## src/rtl/tws_pkg.sv

```systemverilog
package tws_pkg;

    // Register byte offsets
    localparam logic [7:0] CTRL_OFS     = 8'h00;
    localparam logic [7:0] STATUS_OFS   = 8'h04;
    localparam logic [7:0] CMD_OFS      = 8'h08;
    localparam logic [7:0] TXDATA_OFS   = 8'h0C;
    localparam logic [7:0] RXDATA_OFS   = 8'h10;
    localparam logic [7:0] ADDR_OFS     = 8'h14;
    localparam logic [7:0] IRQ_STAT_OFS = 8'h18;
    localparam logic [7:0] IRQ_EN_OFS   = 8'h1C;
    localparam logic [7:0] IRQ_CLR_OFS  = 8'h20;

    // Control fields
    localparam int CTRL_EN_BIT      = 0;
    localparam int CTRL_TMO_EN_BIT  = 1;
    localparam int CTRL_QUIRK_BIT   = 2;

    // Status fields
    localparam int ST_ASIF_BIT   = 0;
    localparam int ST_BIF_BIT    = 1;
    localparam int ST_COLL_BIT   = 2;
    localparam int ST_HOLD_BIT   = 3;
    localparam int ST_DIR_BIT    = 4;
    localparam int ST_ISADDR_BIT = 5;
    localparam int ST_BUSY_BIT   = 6;

    // Interrupt event bits
    localparam int EV_ADDR_BIT  = 0;
    localparam int EV_STOP_BIT  = 1;
    localparam int EV_BYTE_BIT  = 2;
    localparam int EV_DROP_BIT  = 3;
    localparam int EV_COLL_BIT  = 4;
    localparam int EV_W         = 5;

    // Slave response commands: complete a transaction, or respond with the TX data
    localparam logic [1:0] CMD_RESP_COMPLETE = 2'h3;
    localparam logic [1:0] CMD_RESP_RESPOND  = 2'h2;

    localparam logic [6:0] ADDR_RST      = 7'h50;
    localparam logic [2:0] CTRL_RST      = 3'h1;

    // Bus timeout
    localparam int TMO_NS     = 25000;
    localparam int CLK_NS     = 5;
    localparam int TMO_CYCLES = TMO_NS / CLK_NS;

    typedef enum logic [2:0] {
        TWS_IDLE = 3'b000,
        TWS_ADDR = 3'b001,
        TWS_RX   = 3'b010,
        TWS_TX   = 3'b011,
        TWS_ACK  = 3'b100,
        TWS_SKIP = 3'b101
    } tws_st_t;

    typedef struct packed {
        logic start;
        logic stop;
        logic rise;
        logic fall;
        logic sda;
    } tws_line_t;

endpackage

```

## src/rtl/tws_slave.sv

```systemverilog
`timescale 1ns/10ps
// Function
// - START clears collision flag; repeated START leaves it set.
// - Same-cycle clear and set of addr_stop_irq_flag keeps SCL held.
// - Timeout coinciding with START detection abandons the transaction.
// - Command 0b11 clears byte_irq_flag one cycle late.
module tws_slave #(
    parameter int TMO_CYC = tws_pkg::TMO_CYCLES
) (
    // Clock and reset
    input  wire logic        pclk,
    input  wire logic        presetn,
    // APB
    input  wire logic        psel,
    input  wire logic        penable,
    input  wire logic        pwrite,
    input  wire logic [7:0]  paddr,
    input  wire logic [31:0] pwdata,
    output logic [31:0]      prdata,
    output logic             pready,
    output logic             pslverr,
    // Two-wire bus
    input  wire logic        scl_i,
    output logic             scl_o,
    output logic             scl_oe,
    input  wire logic        sda_i,
    output logic             sda_o,
    output logic             sda_oe,
    // Interrupt
    output logic             irq
);
    typedef struct packed {
        tws_pkg::tws_st_t st;
        logic [2:0]  ctrl;
        logic [6:0]  addr;
        logic        addr_stop_irq_flag;
        logic        byte_irq_flag;
        logic        dif_clr_pend;
        logic        coll;
        logic        scl_stretch_hold;
        logic        dir_rd;
        logic        is_addr;
        logic        busy;
        logic [3:0]  bitcnt;
        logic [7:0]  shreg;
        logic [7:0]  txd;
        logic [7:0]  rxd;
        logic        ack_ok;
        logic        sda_low;
        logic [15:0] tmo;
        logic [4:0]  ev_sts;
        logic [4:0]  ev_en;
        logic [31:0] rdata;
    } tws_state_t;

    tws_state_t        q;
    tws_state_t        d;
    tws_pkg::tws_line_t ln;
    logic              acc;
    logic              wr;
    logic              sw_clr_addr_stop_irq_flag;
    logic              hw_set_addr_stop_irq_flag;
    logic              tmo_fire;
    logic [4:0]        ev;

    tws_line_mon u_mon (
        .pclk    (pclk),
        .presetn (presetn),
        .scl_i   (scl_i),
        .sda_i   (sda_i),
        .ev      (ln)
    );

    assign acc     = psel & penable;
    assign wr      = acc & pwrite;
    assign pready  = 1'b1;
    assign pslverr = 1'b0;
    assign prdata  = q.rdata;
    assign scl_o   = 1'b0;
    assign scl_oe  = q.scl_stretch_hold;
    assign sda_o   = 1'b0;
    assign sda_oe  = q.sda_low;
    assign irq     = |(q.ev_sts & q.ev_en);

    assign sw_clr_addr_stop_irq_flag = wr && paddr == tws_pkg::STATUS_OFS
                         && pwdata[tws_pkg::ST_ASIF_BIT];
    assign tmo_fire    = q.ctrl[tws_pkg::CTRL_TMO_EN_BIT] && q.busy
                         && q.tmo == 16'(TMO_CYC);

    always_comb begin
        d = q;
        ev = '0;
        hw_set_addr_stop_irq_flag = 1'b0;
        // Register writes
        if (wr) begin
            unique case (paddr)
                tws_pkg::CTRL_OFS:    d.ctrl = pwdata[2:0];
                tws_pkg::ADDR_OFS:    d.addr = pwdata[6:0];
                tws_pkg::TXDATA_OFS:  d.txd  = pwdata[7:0];
                tws_pkg::IRQ_EN_OFS:  d.ev_en = pwdata[4:0];
                tws_pkg::IRQ_CLR_OFS: d.ev_sts = q.ev_sts & ~pwdata[4:0];
                tws_pkg::STATUS_OFS: begin
                    if (pwdata[tws_pkg::ST_COLL_BIT])
                        d.coll = 1'b0;
                    if (pwdata[tws_pkg::ST_BIF_BIT])
                        d.byte_irq_flag = 1'b0;
                end
                tws_pkg::CMD_OFS: begin
                    if (pwdata[1:0] == tws_pkg::CMD_RESP_COMPLETE) begin
                        d.dif_clr_pend = 1'b1;
                        d.scl_stretch_hold = 1'b0;
                        d.st = tws_pkg::TWS_SKIP;
                    end else if (pwdata[1:0] == tws_pkg::CMD_RESP_RESPOND) begin
                        d.byte_irq_flag = 1'b0;
                        d.scl_stretch_hold = 1'b0;
                        d.shreg = q.txd;
                    end
                end
                default: ;
            endcase
        end
        // Delayed clear of the byte flag, one cycle after the command
        if (q.dif_clr_pend) begin
            d.byte_irq_flag = 1'b0;
            d.dif_clr_pend  = 1'b0;
        end
        // Clear of the addr/stop flag also releases the clock hold
        if (sw_clr_addr_stop_irq_flag) begin
            d.addr_stop_irq_flag = 1'b0;
            d.scl_stretch_hold   = 1'b0;
        end
        // Bus timeout counter
        d.tmo = (ln.rise || ln.fall || !q.busy) ? 16'h0000
              : (tmo_fire ? q.tmo : q.tmo + 16'h0001);
        if (ln.start) begin
            d.busy = 1'b1;
            d.bitcnt = 4'h0;
            d.sda_low = 1'b0;
            d.st = tws_pkg::TWS_ADDR;
            if (!q.busy)
                d.coll = 1'b0;
            if (tmo_fire && q.ctrl[tws_pkg::CTRL_QUIRK_BIT]) begin
                d.st = tws_pkg::TWS_IDLE;
                d.busy = 1'b0;
                ev[tws_pkg::EV_DROP_BIT] = 1'b1;
            end
        end else if (ln.stop) begin
            d.busy = 1'b0;
            d.sda_low = 1'b0;
            if (q.st != tws_pkg::TWS_IDLE && q.st != tws_pkg::TWS_SKIP) begin
                d.addr_stop_irq_flag = 1'b1;
                ev[tws_pkg::EV_STOP_BIT] = 1'b1;
            end
            d.st = tws_pkg::TWS_IDLE;
        end else if (tmo_fire) begin
            d.busy = 1'b0;
            d.sda_low = 1'b0;
            d.st = tws_pkg::TWS_IDLE;
            ev[tws_pkg::EV_DROP_BIT] = 1'b1;
        end else if (q.ctrl[tws_pkg::CTRL_EN_BIT]) begin
            unique case (q.st)
                tws_pkg::TWS_IDLE: ;
                // Let go of the acknowledge once its clock has ended
                tws_pkg::TWS_SKIP: begin
                    if (ln.fall)
                        d.sda_low = 1'b0;
                end
                tws_pkg::TWS_ADDR, tws_pkg::TWS_RX: begin
                    if (ln.rise) begin
                        d.shreg = {q.shreg[6:0], ln.sda};
                        d.bitcnt = q.bitcnt + 4'h1;
                    end
                    if (ln.fall && q.bitcnt == 4'h8) begin
                        d.bitcnt = 4'h0;
                        if (q.st == tws_pkg::TWS_ADDR) begin
                            if (q.shreg[7:1] == q.addr) begin
                                hw_set_addr_stop_irq_flag = 1'b1;
                                d.is_addr = 1'b1;
                                d.dir_rd = q.shreg[0];
                                d.sda_low = 1'b1;
                                d.scl_stretch_hold = 1'b1;
                                d.st = tws_pkg::TWS_ACK;
                                ev[tws_pkg::EV_ADDR_BIT] = 1'b1;
                                // Lost release: clear collides with set
                                if (sw_clr_addr_stop_irq_flag)
                                    d.scl_stretch_hold = 1'b1;
                            end else begin
                                d.st = tws_pkg::TWS_SKIP;
                            end
                        end else begin
                            d.rxd = q.shreg;
                            d.is_addr = 1'b0;
                            d.byte_irq_flag = 1'b1;
                            d.sda_low = 1'b1;
                            d.scl_stretch_hold = 1'b1;
                            d.st = tws_pkg::TWS_ACK;
                            ev[tws_pkg::EV_BYTE_BIT] = 1'b1;
                        end
                    end
                end
                tws_pkg::TWS_ACK: begin
                    if (ln.fall) begin
                        d.sda_low = q.dir_rd ? ~q.shreg[7] : 1'b0;
                        d.st = q.dir_rd ? tws_pkg::TWS_TX : tws_pkg::TWS_RX;
                        d.bitcnt = 4'h0;
                    end
                end
                tws_pkg::TWS_TX: begin
                    if (ln.rise) begin
                        d.bitcnt = q.bitcnt + 4'h1;
                        if (q.bitcnt < 4'h8 && q.shreg[7] && !ln.sda) begin
                            d.coll = 1'b1;
                            ev[tws_pkg::EV_COLL_BIT] = 1'b1;
                        end
                        if (q.bitcnt == 4'h8)
                            d.ack_ok = ~ln.sda;
                    end
                    if (ln.fall) begin
                        if (q.bitcnt < 4'h8) begin
                            d.shreg = {q.shreg[6:0], 1'b1};
                            d.sda_low = (q.bitcnt == 4'h7) ? 1'b0 : ~q.shreg[6];
                        end else begin
                            d.byte_irq_flag = 1'b1;
                            d.scl_stretch_hold = 1'b1;
                            d.sda_low = 1'b0;
                            d.st = q.ack_ok ? tws_pkg::TWS_ACK : tws_pkg::TWS_SKIP;
                            ev[tws_pkg::EV_BYTE_BIT] = 1'b1;
                        end
                    end
                end
                default: d.st = tws_pkg::TWS_IDLE;
            endcase
        end
        // Hardware set wins over a software clear
        if (hw_set_addr_stop_irq_flag)
            d.addr_stop_irq_flag = 1'b1;
        d.ev_sts = d.ev_sts | ev;
        // Read data
        d.rdata = '0;
        if (acc && !pwrite) begin
            unique case (paddr)
                tws_pkg::CTRL_OFS:     d.rdata[2:0] = q.ctrl;
                tws_pkg::ADDR_OFS:     d.rdata[6:0] = q.addr;
                tws_pkg::TXDATA_OFS:   d.rdata[7:0] = q.txd;
                tws_pkg::RXDATA_OFS:   d.rdata[7:0] = q.rxd;
                tws_pkg::IRQ_STAT_OFS: d.rdata[4:0] = q.ev_sts;
                tws_pkg::IRQ_EN_OFS:   d.rdata[4:0] = q.ev_en;
                tws_pkg::STATUS_OFS:   d.rdata[6:0] = {q.busy, q.is_addr, q.dir_rd,
                                           q.scl_stretch_hold, q.coll,
                                           q.byte_irq_flag, q.addr_stop_irq_flag};
                default: ;
            endcase
        end
    end

    always_ff @(posedge pclk or negedge presetn) begin
        if (!presetn) begin
            q <= '0;
            q.ctrl <= tws_pkg::CTRL_RST;
            q.addr <= tws_pkg::ADDR_RST;
            q.st <= tws_pkg::TWS_IDLE;
        end else begin
            q <= d;
        end
    end

    a_coll_restart: assert property (@(posedge pclk) disable iff (!presetn)
        ln.start && q.busy && q.coll |=> q.coll)
        else $error("collision flag cleared on repeated start");
    a_coll_start: assert property (@(posedge pclk) disable iff (!presetn)
        ln.start && !q.busy |=> !q.coll)
        else $error("collision flag kept on start");
    a_hold_lock: assert property (@(posedge pclk) disable iff (!presetn)
        hw_set_addr_stop_irq_flag && sw_clr_addr_stop_irq_flag |=> q.scl_stretch_hold && q.addr_stop_irq_flag)
        else $error("hold dropped on clear collision");
    a_drop_tmo: assert property (@(posedge pclk) disable iff (!presetn)
        ln.start && tmo_fire && q.ctrl[2] |=> q.st == tws_pkg::TWS_IDLE && !q.busy)
        else $error("transaction not dropped");
    a_dif_late: assert property (@(posedge pclk) disable iff (!presetn)
        wr && paddr == tws_pkg::CMD_OFS && pwdata[1:0] == 2'h3 && q.dif_clr_pend == 1'b0
        && !ln.fall |=> q.dif_clr_pend ##1 !q.byte_irq_flag)
        else $error("byte flag clear timing wrong");
    a_addr_stop_irq_flag_clr: assert property (@(posedge pclk) disable iff (!presetn)
        sw_clr_addr_stop_irq_flag && !hw_set_addr_stop_irq_flag && !ln.stop |=> !q.addr_stop_irq_flag)
        else $error("addr stop flag not cleared");
    a_hold_release: assert property (@(posedge pclk) disable iff (!presetn)
        sw_clr_addr_stop_irq_flag && !hw_set_addr_stop_irq_flag && q.st == tws_pkg::TWS_ACK && !ln.fall && !ln.start
        && !ln.stop |=> !q.scl_stretch_hold)
        else $error("clock hold kept after flag clear");
    a_addr_stop_irq_flag_set: assert property (@(posedge pclk) disable iff (!presetn)
        hw_set_addr_stop_irq_flag |=> q.addr_stop_irq_flag && q.scl_stretch_hold)
        else $error("address match not flagged");
    c_addr: cover property (@(posedge pclk) hw_set_addr_stop_irq_flag);
    c_lock: cover property (@(posedge pclk) hw_set_addr_stop_irq_flag && sw_clr_addr_stop_irq_flag);
    c_drop: cover property (@(posedge pclk) ln.start && tmo_fire);
    c_cmd3: cover property (@(posedge pclk) q.dif_clr_pend);
endmodule // tws_slave

```

## src/rtl/tws_line_mon.sv

```systemverilog
`timescale 1ns/10ps
// Edge and condition detector on the synchronous bus lines
module tws_line_mon (
    // Clock and reset
    input  wire logic            pclk,
    input  wire logic            presetn,
    // Bus lines
    input  wire logic            scl_i,
    input  wire logic            sda_i,
    // Events
    output tws_pkg::tws_line_t   ev
);
    typedef struct packed {
        logic scl;
        logic sda;
    } tws_mon_t;

    tws_mon_t s_q;
    tws_mon_t s_d;

    always_comb begin
        s_d.scl = scl_i;
        s_d.sda = sda_i;
    end

    always_ff @(posedge pclk or negedge presetn) begin
        if (!presetn) begin
            s_q <= '{scl: 1'b1, sda: 1'b1};
        end else begin
            s_q <= s_d;
        end
    end

    // Lines idle high, so reset values give no false edges
    assign ev.start = s_q.scl & scl_i & s_q.sda & ~sda_i;
    assign ev.stop  = s_q.scl & scl_i & ~s_q.sda & sda_i;
    assign ev.rise  = ~s_q.scl & scl_i;
    assign ev.fall  = s_q.scl & ~scl_i;
    assign ev.sda   = sda_i;
endmodule // tws_line_mon

```

## config.mk

```make
export PLATFORM = sky130hd
export DESIGN_NAME = tws_slave
export DESIGN_NICKNAME = d
export VERILOG_FILES = /design/src/rtl/tws_pkg.sv /design/src/rtl/tws_slave.sv /design/src/rtl/tws_line_mon.sv
export SDC_FILE = /design/constraint.sdc
export NUM_CORES = 1
export LEC_CHECK = 0
export ABC_AREA = 1
export BUFFER_PORTS_ARGS = -buffer_cell sky130_fd_sc_hd__buf_2
export CORE_UTILIZATION = 55
export CTS_BUF_LIST = sky130_fd_sc_hd__clkbuf_8
export DETAILED_ROUTE_END_ITERATION = 10
export GPL_ROUTABILITY_DRIVEN = 0
export GPL_TIMING_DRIVEN = 1
export PLACE_DENSITY = 0.78
export SLEW_MARGIN = 20
export SYNTH_ARGS = -nofsm -noshare
export SYNTH_HDL_FRONTEND = slang
export SYNTH_SLANG_ARGS = --single-unit
export TNS_END_PERCENT = 10
```

## constraint.sdc

```tcl
create_clock -name pclk -period 2.4 [get_ports pclk]
set_clock_uncertainty 0.15 [all_clocks]
set_input_delay 0.36 -clock pclk [delete_from_list [all_inputs] [get_ports pclk]]
set_output_delay 0.36 -clock pclk [all_outputs]
set_load 0.05 [all_outputs]
```

-- After elaboration in Yosys (flattened, before gate mapping)
Cells that the tools add are included.
- mux-type cells: 137
- reduce and logical (&&, ||, !) cells: 40
- eq/ne operators: 32
- bitwise logic cells: 23
- $lt $le $gt $ge: 1
- $add $sub $neg: 2
- operator list (kind ; number):
    2-to-1 mux 1 bit ; 78
    2-to-1 mux 8 bit ; 8
    2-to-1 mux 12 bit ; 4
    2-to-1 mux 16 bit ; 3
    2-to-1 mux 3 bit ; 16
    AND reduction 7 bit ; 5
    == test 8 x 5 -> 1 bit, second input constant ; 4
    2-to-1 mux 4 bit ; 7
    one-hot mux 3 bit (7 select lines) ; 1
    inequality test 5 bit, second input constant ; 4
    adder 16 x 1 -> 16 bit, second input constant ; 1
    == test 16 x 13 -> 1 bit, second input constant ; 1
    == test 8 x 4 -> 1 bit, second input constant ; 2
    one-hot mux 8 bit (2 select lines) ; 1
    2-to-1 mux 5 bit ; 3
    2-to-1 mux 13 bit ; 1
    one-hot mux 2 bit (6 select lines) ; 1
    one-hot mux 3 bit (4 select lines) ; 1
    one-hot mux 4 bit (3 select lines) ; 1
    bitwise AND 5 bit ; 2
    logical AND 1 bit ; 10
    2-to-1 mux 10 bit ; 1
    inverter 1 bit ; 10
    one-hot mux 1 bit (2 select lines) ; 5
    36 further kinds ; 65
- logic and storage cells: 258
- register bits after elaboration: 87

-- Depth between registers and ports, before layout
- depth in word-level cells: 14
- depth in mapped cells: 12
- depth with buffers taken out: 12

-- Cells and area by module
A second synthesis with hierarchy kept.
- cells, all modules: 781
- area, all modules: 5585.4 sq um
- by module, submodules not included (module ; seq. area each (sq um) ; cells an instance ; instances ; area an instance (sq um)):
    tws_slave ; 2130.8 ; 767 ; 1 ; 5484.0
    tws_line_mon ; 52.6 ; 14 ; 1 ; 101.3

-- Worst setup path before layout
No wires, ideal clock.
- path kind: reg-to-reg
- start: register u_mon.s_q[1] (netlist bit)
- end: register q[67] (netlist bit)
- clock period less this slack: 1.899 ns
- required time: 2.124 ns
- arrival: 1.623 ns
- stages on the path, launching flop included: 10
- setup slack: 0.501 ns
- setup time: 0.126 ns
- cell sequence: dfstp_2 ha_1 nand2_1 clkinv_2 nand3_4 nor2_4 inv_2 nor3_4 buf_6 o21ai_0
- word-level cells in the longest chain between the ends: 5
- elaborated cells between the ends (all ways): 10
- those cells by class: bitwise (8); reduce/logical (2)
- RTL lines (what ; line ; source):
    from (decl) ; tws_line_mon.sv:18 ; tws_mon_t s_q;
    from (signal assigned) ; tws_line_mon.sv:28 ; s_q <= '{scl: 1'b1, sda: 1'b1};
    bitwise AND 1 bit ; tws_line_mon.sv:35, tws_line_mon.sv:36 ;
    bitwise AND 1 bit, on equally long branches (2 in series) ; tws_line_mon.sv:35, tws_line_mon.sv:36 ;
    inverter 1 bit (no line) ; -- ;
    AND reduction 7 bit (no line) (*) ; -- ;
    to (decl) ; tws_slave.sv:56 ; tws_state_t q;
Mark *: on every way between the ends. The rest lies on a longest branch, timed or not.
A chain may end at the register's enable or synchronous reset.

-- Worst setup path in the final report
- start: input scl_i
- end: register q[66] (netlist bit)
- word-level cells in the longest chain between the ends: 5
- elaborated cells between the ends (all ways): 11
- those cells by class: bitwise (9); reduce/logical (2)
- RTL lines (what ; line ; source):
    from (decl) ; tws_slave.sv:23 ; input wire logic scl_i,
    bitwise AND 1 bit ; tws_line_mon.sv:35, tws_line_mon.sv:36 ;
    bitwise AND 1 bit, on equally long branches (2 in series) ; tws_line_mon.sv:35, tws_line_mon.sv:36 ;
    inverter 1 bit (no line) ; -- ;
    AND reduction 7 bit (no line) (*) ; -- ;
Marks and branches as above.

==> results.md <==
Yosys:
- For this run, the register share of the synthesized area comes to 0.405.
- Of all flip-flops after synthesis, the portion carrying an async set or reset was 1.00.
- For this run, the leading register cell type out of synthesis is dfrtp_1.
- The mean instance size in the synthesized netlist is 7.13 um2.
- The netlist area before placement is 5390 um2.
- The synthesized design contains 0 enable-type register cells.
- The post-synthesis cell type count is a little over 40.
- The dominant cell type by area after synthesis is dfrtp_1.
- The post-synthesis instance total is 756.
- The post-synthesis register bit count is between 80 and 90.
- The proportion of netlist area held by the largest area contributor is 0.381.
- By area the synthesized netlist is led by dfrtp_1, nand2_1, o21ai_0, inv_1, buf_4.
- The Yosys step of the flow raised 0 warnings.

Die:
- The region available for standard cell placement spans approximately 9400 um2.
- During I/O placement, the number of pins put on the boundary was 86.
- In this run the core area contains 35 standard-cell rows.
- The floorplan step defined a die boundary enclosing about 10,000 um2.
- The initial utilization of the core area, before any placement, comes to 0.575.
- The overall die width is 101 um.
- The floorplan die height is 101 um.

Final layout:
- The total number of nets in the final design is around 850.
- In the final layout, the share of cells above drive strength 1 is 0.115.
- The final standard cell count with taps included and fillers excluded is between 900 and 1,000.
- The growth of design area from synthesis to finish is 7.87%.
- The count of fill cells added during filler insertion is 864.
- Once layout is done, the placed cells without fillers occupy slightly below 6000 um2.
- The antenna diode count is 0.

Job:
- The max-capacitance violation count is 0.

Clock tree:
- Once the clock tree was built, the setup fixing pass inserted 0 buffers.
- The clock tree from TritonCTS is yes.
- The H-tree generated during clock tree synthesis spans 3 levels.
- At the later pin of the worst-skew pair, clock insertion delay measures 0.36 ns.
- The maximum buffer depth of the clock tree is 2.
- The clock root buffer is clkbuf_8.
- The number of buffers added by the clock tree synthesis step is 9.
- The number of gates given a new drive strength after cts is 0.
- Clock tree synthesis found a total of a little under 90 sinks.
- The hold-fix buffer count after cts is 3.
- Clock-pin slew was measured on the worst setup and hold paths at 0.10 ns.

Timing:
- The timing-limited maximum frequency is 0.449 GHz.
- The total count of hold-check failures in the final report came to 0.
- The setup TNS is 0 ns.
- Setup slack on the critical path of the routed design comes to between 0.15 and 0.2 ns.
- The total setup violations reported at the end of the flow is 0.
- Setup repair after global routing left no endpoint under its margin.
- The number of max-slew violations in the final report is 0.
- The final cycle utilization of the critical path is 0.928.
- The time the final worst path needs with I/O delays and setup is 2.23 ns.

GRT:
- The maximum number of pins on one net before global-route repair is 43.
- The first global-routing pass estimated 21,800 um of wire.
- The number of antenna violations at the first check in global routing came to 0.
- The global-route total usage across every layer is 0.276.
- The number of global-route vias before repair is 4,718.
- The total global routing overflow is 0.

Worst setup path:
- The maximum fanout along the worst path is 17.
- The dominant delay contributor by cell family on the critical path is buffers and inverters.
- The number of buffers and inverters on the critical path is 6.
- The critical path in this run is classified as in -> reg.
- STA puts the critical path data required time at 2.55 ns.
- The largest individual stage delay along the critical path comes from the cell dlygate4sd3_1.
- The launch instance of the worst register-to-register path is u_mon.s_q[1]$_DFF_PN1_.
- The delay contributed by the slowest stage of the critical path is 0.52 ns.
- STA classifies the critical path startpoint as an input port.
- The critical path capture point type is a flop.
- At the worst endpoint, the arrival time is 2.37 ns.
- In this design, the critical path's most frequently occurring cell is nand2_1.
- The worst setup path startpoint is scl_i.
- Walking the worst path, the cells encountered are dlygate4sd3_1, buf_2, inv_1, ha_1, nand2_1, clkinv_2, nand3_4, nor2_4, inv_2, nor3_4, buf_4, nand2_1, o21ai_2.

Power and ir drop:
- The net switching fraction of the power is 0.335.
- Of the total power, registers draw 0.488.
- Of the total power, the clock network draws 0.332.
- The combinational fraction of design power is 0.180.
- The overall power of the completed layout is 3.31 mW.
- The net switching power is 1.11 mW.
- The internal portion of the total power is 2.20 mW.
- Across the VDD grid, the largest voltage drop is 0.000366 V.
- For this design the static power due to leakage is 2.97 nW.
- Dividing total power by cell area gives a power density of around 570 nW/um2.

Placement:
- Summing all placed instances gives a cell area of 5580 um2.
- In this run, placement finished with an instance count of 907.
- The placed wire-length estimate is 9920 um.
- The worst slack at placement is 0.215 ns.
- The count of buffers added on input and output ports is 33.

Drt:
- The number of routed nets with antenna violations is 0.
- The overall routed net length is about 13,000 um.
- The detail-routed via count per cell is 5.43.
- The top metal layer carrying routed signals is met4.
- The number of DRC violations after detailed routing is 0.
- The first TritonRoute pass finished after 5 iterations.
- In the final routed layout, each cell accounts on average for between 10 and 15 um.
- Wire segments on met2 add up to 6230 um in the final route.
- The met1 wire length is around 5700 um.
- The total via count after detailed routing is 5,024.
- In this run, the number of DRC markers left after iteration 0 of detailed routing was roughly 440.
- The total length of routed met3 wires is 891 um.

Run status:
- The run finished with clean final reports.

Worst hold path:
- The origin of the worst min-delay path is pwdata[6].
- The worst hold path belongs to the class in -> reg.
[metal layers]
| metal | track usage | up-vias |
|---|---|---|
| li1 | - | 2432 |
| met1 | 0.362 | 2343 |
| met2 | 0.461 | 218 |
| met3 | 0.0409 | 31 |
| met4 | 0.105 | 0 |
| met5 | 0 | - |
[area by class of cell]
type / instances / area [um2] / area share
Clock buffer: 9 / 124 / 0.0213
Clock inverter: 7 / 80.1 / 0.0138
Inverter: 102 / 384 / 0.0660
Multi-Input combinational cell: 544 / 2580 / 0.444
Sequential cell: 87 / 2180 / 0.375
Tap cell: 129 / 161 / 0.0278
Timing Repair Buffer: 48 / 300 / 0.0516
[cells in the mapped netlist (2+ instances only)]
master / instances
nor2_2: 3
ha_1: 7
inv_1: 92
nor2_1: 61
xnor2_1: 3
o211ai_1: 3
a21oi_1: 28
o21bai_1: 2
nand2_2: 3
a31oi_1: 5
nand3_1: 55
dfrtp_1: 82
inv_2: 8
clkbuf_1: 4
o21ai_0: 75
nand3b_1: 3
nor3_1: 9
xor2_1: 6
nand4_1: 16
o21ai_2: 2
buf_2: 7
dfstp_2: 5
conb_1: 2
nand2_1: 219
nand3_4: 4
buf_4: 37
[layout by cell type (no fill, tap or decap), types with 2 or more instances in the layout]
| cell | n |
|---|---|
| inv_2 | 8 |
| a21oi_1 | 28 |
| inv_1 | 92 |
| a31oi_1 | 5 |
| ha_1 | 7 |
| clkbuf_8 | 9 |
| xnor2_1 | 3 |
| dlygate4sd3_1 | 3 |
| dfstp_2 | 5 |
| nand3b_1 | 3 |
| nand3_1 | 55 |
| inv_6 | 2 |
| xor2_1 | 6 |
| buf_2 | 32 |
| conb_1 | 28 |
| nand4_1 | 16 |
| o211ai_1 | 3 |
| nor2_2 | 3 |
| nor2_1 | 61 |
| clkinv_2 | 2 |
| nand2_1 | 219 |
| dfrtp_1 | 82 |
| o21bai_1 | 2 |
| nor3_1 | 9 |
| buf_4 | 12 |
| nand2_2 | 3 |
| nand3_4 | 4 |
| o21ai_0 | 75 |
| o21ai_2 | 2 |
[worst paths after layout]
kind | end | slack, ns | depth (start not counted)
setup / recovery | q[66]$_DFFE_PN0P_ | 0.17 | 13
hold / removal | q[102]$_DFFE_PN1P_ | 0.08 | 3
setup reg to reg | q[66]$_DFFE_PN0P_ | 0.34 | 10
hold reg to reg | q[93]$_DFFE_PN0P_ | 0.28 | 1
max in group asynchronous | u_mon.s_q[0]$_DFF_PN1_ | 1.17 | 3
min in group asynchronous | prdata[1]$_DFF_PN0_ | 0.31 | 2
[power groups by stage]
stage                     Sequential [mW]  Combinational, mW  Clock (mW)
after floorplan                      1.62              0.467           0
after global placement               1.64              0.568           0
after detailed placement             1.64              0.584           0
after CTS                            1.61              0.591        1.11
after global routing                 1.63              0.666        1.17
final                                1.62              0.595        1.10
[per-stage QoR]
stage | hold slack, ns | util
after floorplan | -0.0856 | -
after global placement | 0.165 | 0.596
after detailed placement | 0.173 | 0.596
after CTS | 0.0802 | 0.621
after global routing | 0.0701 | 0.621
final | 0.0845 | 0.621
[flip-flops by register name, indices dropped and copies added (netlist names)]
signal,count
sda_oe,1
prdata,8
u_mon.s_q,2
scl_oe,1
q,75
[worst reg2reg max path, cell delays in order, from the launching register on]
cell	delay, ns
dfstp_2	0.56
ha_1	0.23
nand2_1	0.09
clkinv_2	0.10
nand3_4	0.10
nor2_4	0.16
inv_2	0.06
nor3_4	0.14
buf_4	0.23
nand2_1	0.11
o21ai_2	0.06
[cell families after synthesis]
| family | Yosys count | share of synthesized area |
|---|---|---|
| flip-flops | 87 | 0.405 |
| AND/OR/NAND/NOR | 380 | 0.310 |
| buffers and inverters | 151 | 0.134 |
| other | 2 | 0.00139 |
| XOR/XNOR | 9 | 0.0146 |
| AO/OA/AOI/OAI | 120 | 0.119 |
| adder cells (fa/ha/maj) | 7 | 0.0162 |
(Power assumes the default switching activity.)
